[config.mk]
export PLATFORM = sky130hd
export DESIGN_NAME = ips_sequencer
export DESIGN_NICKNAME = d
export VERILOG_FILES = /design/src/inc/ips_pkg.sv /design/src/design/ips_sequencer.sv
export SDC_FILE = /design/constraint.sdc
export NUM_CORES = 2
export LEC_CHECK = 0
export BUFFER_PORTS_ARGS = -buffer_cell sky130_fd_sc_hd__buf_2
export CORE_UTILIZATION = 40
export DETAILED_ROUTE_END_ITERATION = 12
export GPL_ROUTABILITY_DRIVEN = 1
export SLEW_MARGIN = 0
export SYNTH_ARGS = -nofsm -noshare
export SYNTH_HDL_FRONTEND = slang
export SYNTH_SLANG_ARGS = --single-unit
export TNS_END_PERCENT = 10
[constraint.sdc]
create_clock -name mclk_i -period 6.4 [get_ports mclk_i]
set_input_delay 0.96 -clock mclk_i [delete_from_list [all_inputs] [get_ports mclk_i]]
set_output_delay 0.96 -clock mclk_i [all_outputs]
set_load 0.05 [all_outputs]
[src/inc/ips_pkg.sv]
// Constants and types for the image parameter sequencer
// Function
// [RL1] Preview flag makes the selected entry's settings visible live; clear it before running.
// [RL2] Entry step source picks which event advances the pointer.
// [RL3] Source 0x80: advance at every exposure start, new set for next image.
// [RL4] 0x82 rising input edge, 0x84 high level advance; applied at next exposure.
// [RL5] Undefined step source codes behave as 0x80.
// [RL6] Step source is stored per entry, chosen by the entry index field.
// [RL7] Each entry is used for n consecutive images before advancing.
// [RL8] Hold count 0 acts as hold count 1.
// [RL9] Software stepping uses 0x82 or 0x84 with no input configured to step.
// [RL10] Each manual advance write steps once, honouring the hold count.
// [RL11] Manual restart returns the pointer to the first entry.
// [RL12] Up to two step inputs, ANDed; an input may be a reset input instead.
// [RL13] Level stepping increments every image while the step input is high.
// [RL14] Each rising step edge gives exactly one immediate increment.
// [RL15] Input reset is rising-edge only and returns pointer to first entry.
// [RL16] Input stepping and input reset can also be issued by software.
// [RL17] Past the sequence length the last entry's settings stay in effect.
// [RL18] Cancelling sequence mode invalidates storage; software reloads before reuse.
// [RL19] Multi-shot or stream start command resets the pointer.
// [RL20] Every single-shot acquisition restarts from the first entry.
// [RL21] Software sets auto wrap only before starting the sequence.
// [RL22] With deferred transport, software captures no more images than the length.
// [RL23] Parameters held in a store of 32 complete sets.
// [RL24] Software can read back the current pointer.
// [RL25] At each exposure the parameters load from the entry at the pointer.
package ips_pkg;
  localparam int unsigned DEPTH = 32;
  localparam int unsigned PTR_W = 5;
  localparam int unsigned ADDR_W = 8;
  localparam logic [ADDR_W-1:0] OFS_CTRL = 8'h00;
  localparam logic [ADDR_W-1:0] OFS_PARAM = 8'h04;
  localparam logic [ADDR_W-1:0] OFS_DATA = 8'h08;
  localparam logic [ADDR_W-1:0] OFS_STEP = 8'h0C;
  localparam logic [ADDR_W-1:0] OFS_IOCFG = 8'h10;
  // CTRL fields
  localparam int unsigned CTL_EN = 0;
  localparam int unsigned CTL_PREVIEW = 1;
  localparam int unsigned CTL_WRAP = 2;
  localparam int unsigned CTL_LOADED = 3;
  localparam int unsigned CTL_LEN_LSB = 8;
  // STEP fields
  localparam int unsigned STP_ADV = 0;
  localparam int unsigned STP_RST = 1;
  localparam int unsigned STP_IO_STEP = 2;
  localparam int unsigned STP_IO_RST = 3;
  localparam int unsigned STP_PTR_LSB = 8;
  // PARAM fields
  localparam int unsigned PRM_IDX_LSB = 0;
  localparam int unsigned PRM_SRC_LSB = 8;
  localparam int unsigned PRM_HOLD_LSB = 16;
  // Step source codes
  localparam logic [7:0] SRC_EXPO = 8'h80;
  localparam logic [7:0] SRC_EDGE = 8'h82;
  localparam logic [7:0] SRC_LEVEL = 8'h84;
  // Reset values
  localparam logic [7:0] RST_HOLD = 8'h01;
  localparam logic [7:0] RST_LEN = 8'h20;
  // Input line roles
  localparam logic [1:0] LINE_OFF = 2'h0;
  localparam logic [1:0] LINE_STEP = 2'h1;
  localparam logic [1:0] LINE_RESET = 2'h2;

  typedef struct packed {
    logic expo_start;
    logic multi_shot;
    logic stream_start;
    logic single_shot;
  } ips_acq_t;

  typedef struct packed {
    logic [ADDR_W-1:0] addr;
    logic [31:0] wdata;
    logic wr;
    logic rd;
  } ips_bus_t;
endpackage : ips_pkg

[src/design/ips_sequencer.sv]
// Image parameter sequencer: entry store, pointer stepping, register port
`timescale 1ns/1ps
`default_nettype none
module ips_sequencer
  import ips_pkg::*;
#(
  parameter int unsigned PARAM_W = 16
) (
  // Clock and reset
  input wire logic mclk_i,
  input wire logic reset_i,
  // Register port
  input wire ips_bus_t bus_i,
  output logic [31:0] rdata_o,
  // Acquisition events
  input wire ips_acq_t acq_i,
  // External input lines
  input wire logic [1:0] in_line_i,
  // Applied settings and status
  output logic [PARAM_W-1:0] param_o,
  output logic [PTR_W-1:0] cur_ptr_o,
  output logic preview_o
);

  // Entry store, one set per entry
  logic [PARAM_W-1:0] mem_param [DEPTH];
  logic [7:0] mem_src [DEPTH];
  logic [7:0] mem_hold [DEPTH];

  logic enable_r;
  logic preview_r;
  logic wrap_r;
  logic loaded_r;
  logic [7:0] len_r;
  logic [7:0] sel_r;
  logic [3:0] iocfg_r;
  logic [PTR_W-1:0] ptr_r;
  logic [7:0] rep_r;
  logic step_lvl_d_r;
  logic rst_lvl_d_r;

  logic wr_ctrl, wr_param, wr_data, wr_step;
  logic man_adv, man_rst, soft_io_step, soft_io_rst;
  logic step_lvl, rst_lvl, step_rise, rst_rise;
  logic [7:0] cur_src, hold_eff;
  logic mode_edge, mode_level, mode_expo;
  logic step_req, advance, restart, at_last;
  logic [PTR_W-1:0] last_idx, sel_idx;
  logic [7:0] ptr_ext;

  assign wr_ctrl = bus_i.wr && bus_i.addr == OFS_CTRL;
  assign wr_param = bus_i.wr && bus_i.addr == OFS_PARAM;
  assign wr_data = bus_i.wr && bus_i.addr == OFS_DATA;
  assign wr_step = bus_i.wr && bus_i.addr == OFS_STEP;
  assign man_adv = wr_step && bus_i.wdata[STP_ADV];
  assign man_rst = wr_step && bus_i.wdata[STP_RST];
  assign soft_io_step = wr_step && bus_i.wdata[STP_IO_STEP]; // RL16
  assign soft_io_rst = wr_step && bus_i.wdata[STP_IO_RST]; // RL16
  assign sel_idx = sel_r[PTR_W-1:0];
  assign ptr_ext = {{(8-PTR_W){1'b0}}, ptr_r};

  // Step lines AND together; with none configured the level stays low
  always_comb begin
    logic any_step;
    logic all_step;
    logic any_rst;
    any_step = 1'b0;
    all_step = 1'b1;
    any_rst = 1'b0;
    for (int i = 0; i < 2; i++) begin
      if (iocfg_r[2*i +: 2] == LINE_STEP) begin
        any_step = 1'b1; // RL12
        all_step = all_step & in_line_i[i]; // RL12
      end
      if (iocfg_r[2*i +: 2] == LINE_RESET) begin
        any_rst = any_rst | in_line_i[i]; // RL12
      end
    end
    step_lvl = any_step & all_step;
    rst_lvl = any_rst;
  end

  assign step_rise = step_lvl & ~step_lvl_d_r; // RL14
  assign rst_rise = rst_lvl & ~rst_lvl_d_r; // RL15

  always_ff @(posedge mclk_i) begin
    if (reset_i) begin
      step_lvl_d_r <= 1'b0;
      rst_lvl_d_r <= 1'b0;
    end else begin
      step_lvl_d_r <= step_lvl;
      rst_lvl_d_r <= rst_lvl;
    end
  end

  // Source of the entry in use decides the stepping event
  assign cur_src = mem_src[ptr_r]; // RL6
  assign mode_edge = cur_src == SRC_EDGE; // RL2
  assign mode_level = cur_src == SRC_LEVEL; // RL2
  assign mode_expo = !mode_edge && !mode_level; // RL5
  assign hold_eff = (mem_hold[ptr_r] == 8'h00) ? 8'h01 : mem_hold[ptr_r]; // RL8

  assign step_req = enable_r && !preview_r && (
    (mode_expo && acq_i.expo_start) || // RL3
    (mode_edge && (step_rise || soft_io_step)) || // RL4 RL14
    (mode_level && acq_i.expo_start && step_lvl) || // RL13
    (mode_level && soft_io_step) ||
    man_adv); // RL10
  assign advance = step_req && (rep_r + 8'h01 >= hold_eff); // RL7 RL10

  assign restart = man_rst || rst_rise || soft_io_rst || // RL11 RL15
    acq_i.multi_shot || acq_i.stream_start || // RL19
    acq_i.single_shot; // RL20

  // Clamp the length to the store depth
  always_comb begin
    if (len_r == 8'h00) begin
      last_idx = '0;
    end else if (len_r >= 8'(DEPTH)) begin
      last_idx = PTR_W'(DEPTH - 1);
    end else begin
      last_idx = PTR_W'(len_r - 8'h01);
    end
  end
  assign at_last = ptr_r == last_idx;

  always_ff @(posedge mclk_i) begin
    if (reset_i || !enable_r || restart) begin
      ptr_r <= '0;
    end else if (advance && !at_last) begin
      ptr_r <= ptr_r + PTR_W'(1); // RL3 RL4
    end else if (advance && wrap_r) begin
      ptr_r <= '0;
    end
    // Otherwise the last entry stays in use  RL17
  end

  always_ff @(posedge mclk_i) begin
    if (reset_i || !enable_r || restart || advance) begin
      rep_r <= 8'h00;
    end else if (step_req) begin
      rep_r <= rep_r + 8'h01; // RL7
    end
  end

  // Control registers
  always_ff @(posedge mclk_i) begin
    if (reset_i) begin
      enable_r <= 1'b0;
      preview_r <= 1'b0;
      wrap_r <= 1'b0;
      len_r <= RST_LEN;
      iocfg_r <= {LINE_OFF, LINE_OFF};
    end else begin
      if (wr_ctrl) begin
        enable_r <= bus_i.wdata[CTL_EN];
        preview_r <= bus_i.wdata[CTL_PREVIEW]; // RL1
        wrap_r <= bus_i.wdata[CTL_WRAP];
        len_r <= bus_i.wdata[CTL_LEN_LSB +: 8];
      end
      if (bus_i.wr && bus_i.addr == OFS_IOCFG) begin
        iocfg_r <= bus_i.wdata[3:0];
      end
    end
  end

  // Storage is reusable by others once sequencing stops
  always_ff @(posedge mclk_i) begin
    if (reset_i) begin
      loaded_r <= 1'b0;
    end else if (wr_param || wr_data) begin
      loaded_r <= 1'b1;
    end else if (wr_ctrl && !bus_i.wdata[CTL_EN] && enable_r) begin
      loaded_r <= 1'b0; // RL18
    end
  end

  always_ff @(posedge mclk_i) begin
    if (reset_i) begin
      sel_r <= 8'h00;
    end else if (wr_param) begin
      sel_r <= bus_i.wdata[PRM_IDX_LSB +: 8];
    end
  end

  // Entry fields written to the entry named in the same word
  always_ff @(posedge mclk_i) begin
    if (reset_i) begin
      for (int i = 0; i < DEPTH; i++) begin
        mem_src[i] <= SRC_EXPO;
        mem_hold[i] <= RST_HOLD;
      end
    end else if (wr_param) begin
      mem_src[bus_i.wdata[PRM_IDX_LSB +: PTR_W]] <=
        bus_i.wdata[PRM_SRC_LSB +: 8]; // RL6
      mem_hold[bus_i.wdata[PRM_IDX_LSB +: PTR_W]] <=
        bus_i.wdata[PRM_HOLD_LSB +: 8];
    end
  end

  // No reset on the payload: a plain memory, invalid until reloaded
  always_ff @(posedge mclk_i) begin
    if (wr_data) begin
      mem_param[sel_idx] <= bus_i.wdata[PARAM_W-1:0]; // RL23
    end
  end

  // Applied settings: live view of selected entry, else latched per image
  always_ff @(posedge mclk_i) begin
    if (reset_i) begin
      param_o <= '0;
    end else if (enable_r && preview_r) begin
      param_o <= mem_param[sel_idx]; // RL1
    end else if (enable_r && acq_i.expo_start) begin
      param_o <= mem_param[ptr_r]; // RL25
    end
  end

  always_ff @(posedge mclk_i) begin
    if (reset_i) begin
      preview_o <= 1'b0;
      cur_ptr_o <= '0;
    end else begin
      preview_o <= enable_r && preview_r;
      cur_ptr_o <= ptr_r;
    end
  end

  // Read data in the cycle after the strobe; unmapped reads zero
  always_ff @(posedge mclk_i) begin
    if (reset_i) begin
      rdata_o <= 32'h0000_0000;
    end else if (bus_i.rd) begin
      unique case (bus_i.addr)
        OFS_CTRL: rdata_o <= {16'h0000, len_r, 4'h0, loaded_r, wrap_r,
                              preview_r, enable_r};
        OFS_PARAM: rdata_o <= {8'h00, mem_hold[sel_idx], mem_src[sel_idx],
                               sel_r};
        OFS_DATA: rdata_o <= 32'(mem_param[sel_idx]);
        OFS_STEP: rdata_o <= {16'h0000, ptr_ext, 8'h00}; // RL24
        OFS_IOCFG: rdata_o <= {28'h000_0000, iocfg_r};
        default: rdata_o <= 32'h0000_0000;
      endcase
    end else begin
      rdata_o <= 32'h0000_0000;
    end
  end
endmodule : ips_sequencer
`default_nettype wire

Word-level counts from Yosys, hierarchy flattened
Memories as Yosys holds them, arrays and structs flattened. A register that Yosys moved wholly into a read port is not among the register bits.
Index checks and enable logic that the tools add are counted.
{ "op_classes": {"add_sub_neg": 3, "bitwise_logic": 8, "n_reduce_logical": 53, "mux": 41, "order_cmp": 2, "n_eq_ne": 11} }
{ "op_table": {"columns": ["cell", "n"], "rows": [
  ["$pmux W24 S5", 1],
  ["$mux W5", 18],
  ["$mux W16", 2],
  ["$logic_and A1 B1 Y1", 24],
  ["$logic_not A8 Y1", 3],
  ["$mux W8", 3],
  ["$mux W1", 17],
  ["$eq A8 B4 Y1 const B", 2],
  ["$eq A8 B8 Y1 const B", 2],
  ["$reduce_or A8 Y1", 2],
  ["$logic_or A1 B1 Y1", 14],
  ["$add A8 B1 Y8 const B", 1],
  ["$eq A8 B3 Y1 const B", 1],
  ["$eq A8 B5 Y1 const B", 1],
  ["$ge A8 B6 Y1 const B", 1],
  ["$ge A8 B8 Y1", 1],
  ["$logic_not A1 Y1", 6],
  ["$reduce_bool A2 Y1", 3],
  ["$add A5 B1 Y5 const B", 1],
  ["$eq A5 B5 Y1", 1],
  ["$sub A5 B1 Y5 const B", 1],
  ["$and A1 B1 Y1", 4],
  ["$eq A2 B1 Y1 const B", 2],
  ["$eq A2 B2 Y1 const B", 2],
  ["3 further kinds", 5]
]} }
{ "totals": {"ff_bits": 93, "n_memories": 3, "word_cells": 136, "ram_bits": 1024} }
{ "mem_list": {"columns": ["memory", "words", "word_bits", "rd", "rd_ports_with_merged_regs", "wr", "line", "text"], "rows": [
  ["mem_param", 32, 16, 2, 2, 1, "ips_sequencer.sv:26", "logic [PARAM_W-1:0] mem_param [DEPTH];"],
  ["mem_hold", 32, 8, 2, 2, 32, "ips_sequencer.sv:28", "logic [7:0] mem_hold [DEPTH];"],
  ["mem_src", 32, 8, 2, 2, 32, "ips_sequencer.sv:27", "logic [7:0] mem_src [DEPTH];"]
]} }

Logic depth before layout (Yosys ltp)
{ "logic_depth": {"ltp_word": 19, "depth_mapped": 22, "depth_no_buf": 15} }

Least setup slack after synthesis
No wires, ideal clock.
{ "synth_path": {"path_type": "register to register", "startpoint": "reg (tool-made name)", "endpoint": "reg (tool-made name)", "arrival_time_ns": 4.425, "path_stages_with_launch": 22, "t_required_ns": 6.278, "setup_ns": 0.122, "path_buffers": 7, "setup_slack_ns": 1.853, "cell_sequence": "dfxtp_1 -> buf_6 -> buf_6 -> buf_2 -> buf_2 -> clkbuf_1 -> clkbuf_1 -> mux4_2 -> mux4_2 -> mux2i_1 -> nand3_1 -> o21ai_0 -> ha_1 -> nand2b_1 -> a21o_1 -> a21o_1 -> a21oi_1 -> o21ai_0 -> o21a_1 -> clkbuf_1 -> and3_4 -> a311o_1"} }

==> flow_summary_export.csv <==
group,metric,value,unit
outcome,status,"completed",
clock_tree,cts_buffers,116,
clock_tree,clk_root_buffer_cell,"clkbuf_16",
power_and_ir_drop,powerDensity,255,nW/um^2
logic_synthesis,synth_top_family_by_area,"multiplexers",
finish,final_common_cell,"edfxtp_1",
floorplanning,initial_core_util,40.3,%
logic_synthesis,synth_top_area_share,56.3,%
logic_synthesis,async_flop_share,0,%
clock_tree,path_clk_slew,0.06,ns
floorplanning,core_area,135000,sq um
sta,tns,0,ns
logic_synthesis,synthAdderAreaFrac,0.252,%
logic_synthesis,synth-warning-count,0,
placement,portBuffers,87,
global_route,antenna_found_initial,13,
power_and_ir_drop,pwr-share-comb,3.2,%
finish,nets,3314,
logic_synthesis,synth_edf_count,1024,
clock_tree,cts_sinks,1119,
clock_tree,cts_setup_buffers,0,
floorplanning,die_w,372,microns
global_route,grt_pass1_vias,30783,
power_and_ir_drop,power.total,0.0156,W
power_and_ir_drop,switchingPower,0.00345,W
finish,syn2layout_area_growth,12.1,%
drt,drt-initial-drc-count,3781,
logic_synthesis,synth_compound_area_share,1.94,%
power_and_ir_drop,p_int,0.0122,W
finish,final_cell_mix,"1,024 x edfxtp_1, 577 x mux4_2, 456 x and2_1",
sta,period_needed,4.91,ns
critical_path,crit_type,"reg2reg",
critical_path,reg2reg_slack,1.49,ns
sta,drv_slew,0,
sta,hold_viol,0,
sta,worst_pin_slew,1.17,ns
floorplanning,dieArea,138000,sq um
critical_path,cpMaxStageDelayCell,"buf_4",
critical_path,path_cells,"buf_12 -> buf_4 -> mux4_2 -> a22oi_1 -> nand4_1 -> a21boi_0 -> mux2_2 -> a31o_1 -> a21o_4 -> and3_4 -> a311o_1",
logic_synthesis,synth_ff_type,"edfxtp_1",
clock_tree,clock_path_buffers,3,
finish,layout-drive-gt1-share,33.0,%
drt,wl,163,mm
logic_synthesis,netlist_area,54600,sq um
logic_synthesis,synthMuxAreaShare,25.7,%
clock_tree,cts_tree,"built",
logic_synthesis,synth_cell_types,71,
critical_path,crit_arrival,5.54,ns
global_route,grt_max_degree,83,
run,drv_cap,0,
global_route,grt_util_met1,34.4,%
power_and_ir_drop,swShare,22.1,%
logic_synthesis,synthTopCellsByArea,"edfxtp_1 56%, mux4_2 24%, and2_1 5.2%",
logic_synthesis,synth_xor_area_share,0.112,%
drt,first_pass_iters,7,
logic_synthesis,avgSynthCellArea,17.1,sq um
power_and_ir_drop,p_leak,18.9,nW
clock_tree,post_cts_resized,0,
logic_synthesis,yosysSeqAreaShare,59.8,%
global_route,busiest_layer,"met2",
drt,viasPerCell,6.15,
logic_synthesis,yosysTopAreaCell,"edfxtp_1",
power_and_ir_drop,peakVddDrop,0.000257,V
critical_path,required,7.03,ns
clock_tree,ctsHoldBuffers,0,
drt,wl_per_cell,31.7,microns
critical_path,crit_path_start_kind,"flip-flop",
clock_tree,insertion_delay,0.77,ns
logic_synthesis,synth_seq_cells,1119,
floorplanning,ioPinCount,104,
logic_synthesis,yosys.area_share.simple,9.84,%
sta,slew_headroom,21.3,%
sta,rsz0062_at_grt,"false",
critical_path,cpPeakStageDelay,0.70,ns
critical_path,cp-end-kind,"flip-flop",
drt,drtAntennaViolNets,0,
global_route,use_met3,4.80,%
sta,setup_viol,0,
sta,skew,0.0638,ns
power_and_ir_drop,clock_power_share,44.3,%
drt,drcViolationCount,0,
global_route,grt_pass1_wl,231,mm
global_route,use_met2,36.3,%
min_path,hp-start,"param_o[10]",
power_and_ir_drop,seq_power_share,52.5,%
global_route,overflow,0,
global_route,grt_usage,23.7,%
drt,vias,31588,
clock_tree,cts_max_level,3,
min_path,hp-class,"reg2reg",
floorplanning,num_rows,135,
sta,fin_crit_sh,76.7,%
placement,place.gp.congestion,0.844,
critical_path,crit_path_max_fanout,42,
placement,dp_hpwl,102,mm
floorplanning,fp.dieH,372,microns
sta,fmax,204,MHz
logic_synthesis,synthCells,3190,
==> kinds of logic (layout without fill, tap and decap cells) <==
| group | count (synthesis) | after routing |
|---|---|---|
| AO/OA/AOI/OAI | 155 | 155 |
| XOR/XNOR | 7 | 7 |
| adder cells (fa/ha/maj) | 11 | 11 |
| buffers and inverters | 298 | 452 |
| flip-flops | 1119 | 1119 |
| multiplexers | 664 | 664 |
| other | 1 | 13 |
| AND/OR/NAND/NOR | 935 | 935 |
==> stage by stage <==
| step | hold WS (ns) | cell area [sq um] | instances | setup WS (ns) | utilization (%) |
|---|---|---|---|---|---|
| floorplan | 0.431 | 54600 | 3197 | 1.85 | - |
| global placement | 0.437 | 57400 | 4916 | 1.56 | 42.3 |
| detailed placement | 0.447 | 57400 | 4916 | 1.56 | 42.3 |
| CTS | 0.455 | 61200 | 5132 | 1.53 | 45.2 |
| global route | 0.479 | 61200 | 5135 | 1.28 | 45.2 |
| finish | 0.449 | 61200 | 5137 | 1.49 | 45.2 |
==> Yosys cell counts (30+ instances only) <==
cell / instances
a21oi_1: 58
and2_1: 456
buf_2: 78
clkbuf_1: 178
dfxtp_1: 95
edfxtp_1: 1024
mux2_2: 38
mux2i_1: 41
mux4_2: 577
nand2_1: 88
nor2_1: 150
nor4b_1: 30
or2_2: 33
or3_1: 72
==> worst max-delay path: cells and delay by family (launching register included) <==
family	cells	cell delay, ns
multiplexers	2	0.87
buffers and inverters	2	1.05
AND/OR/NAND/NOR	2	0.54
AO/OA/AOI/OAI	5	1.60
flip-flops	1	0.58
==> routing by layer <==
metal  part of all wire (%)  wire, microns  vias to the layer above
met5                      0              0                        -
li1                       -              -                    12948
met2                     46          75500                     1563
met3                    9.5          15500                      213
met4                    2.4           3870                        0
met1                     42          68200                    16864
==> sequential cells by signal, indices dropped and copies added, names as in the netlist, 4 cells and up, named ones only <==
signal     count
mem_param    512
mem_hold     256
mem_src      256
rdata_o       24
param_o       16
len_r          8
rep_r          8
sel_r          8
cur_ptr_o      5
ptr_r          5
iocfg_r        4
==> power by group through the flow <==
stage / clock [W] / combinational (W) / sequential [W]
6_report: 0.00693 / 0.000499 / 0.00822
3_5_place_dp: 0 / 0.000497 / 0.00837
2_1_floorplan: 0 / 0.000265 / 0.00833
3_3_place_gp: 0 / 0.000493 / 0.00836
5_1_grt: 0.00726 / 0.000520 / 0.00823
4_1_cts: 0.00700 / 0.000498 / 0.00821
==> cell type report <==
class / count / area (sq um)
fillers: 11602 / 74200
flip-flops and latches: 1119 / 32700
multi-input cells: 1780 / 20800
clock buffers: 149 / 3150
well taps: 1781 / 2230
repair buffers: 227 / 1630
clock inverters: 67 / 727
inverters: 9 / 33.8
diodes: 5 / 12.5
==> path summary, 6_finish.rpt <==
path         depth (start not counted)           to
max reg2reg                         11    flip-flop
max                                 11    flip-flop
min                                  2  param_o[10]
min reg2reg                          2  param_o[10]
No activity file was read; power rests on OpenSTA's default activity.
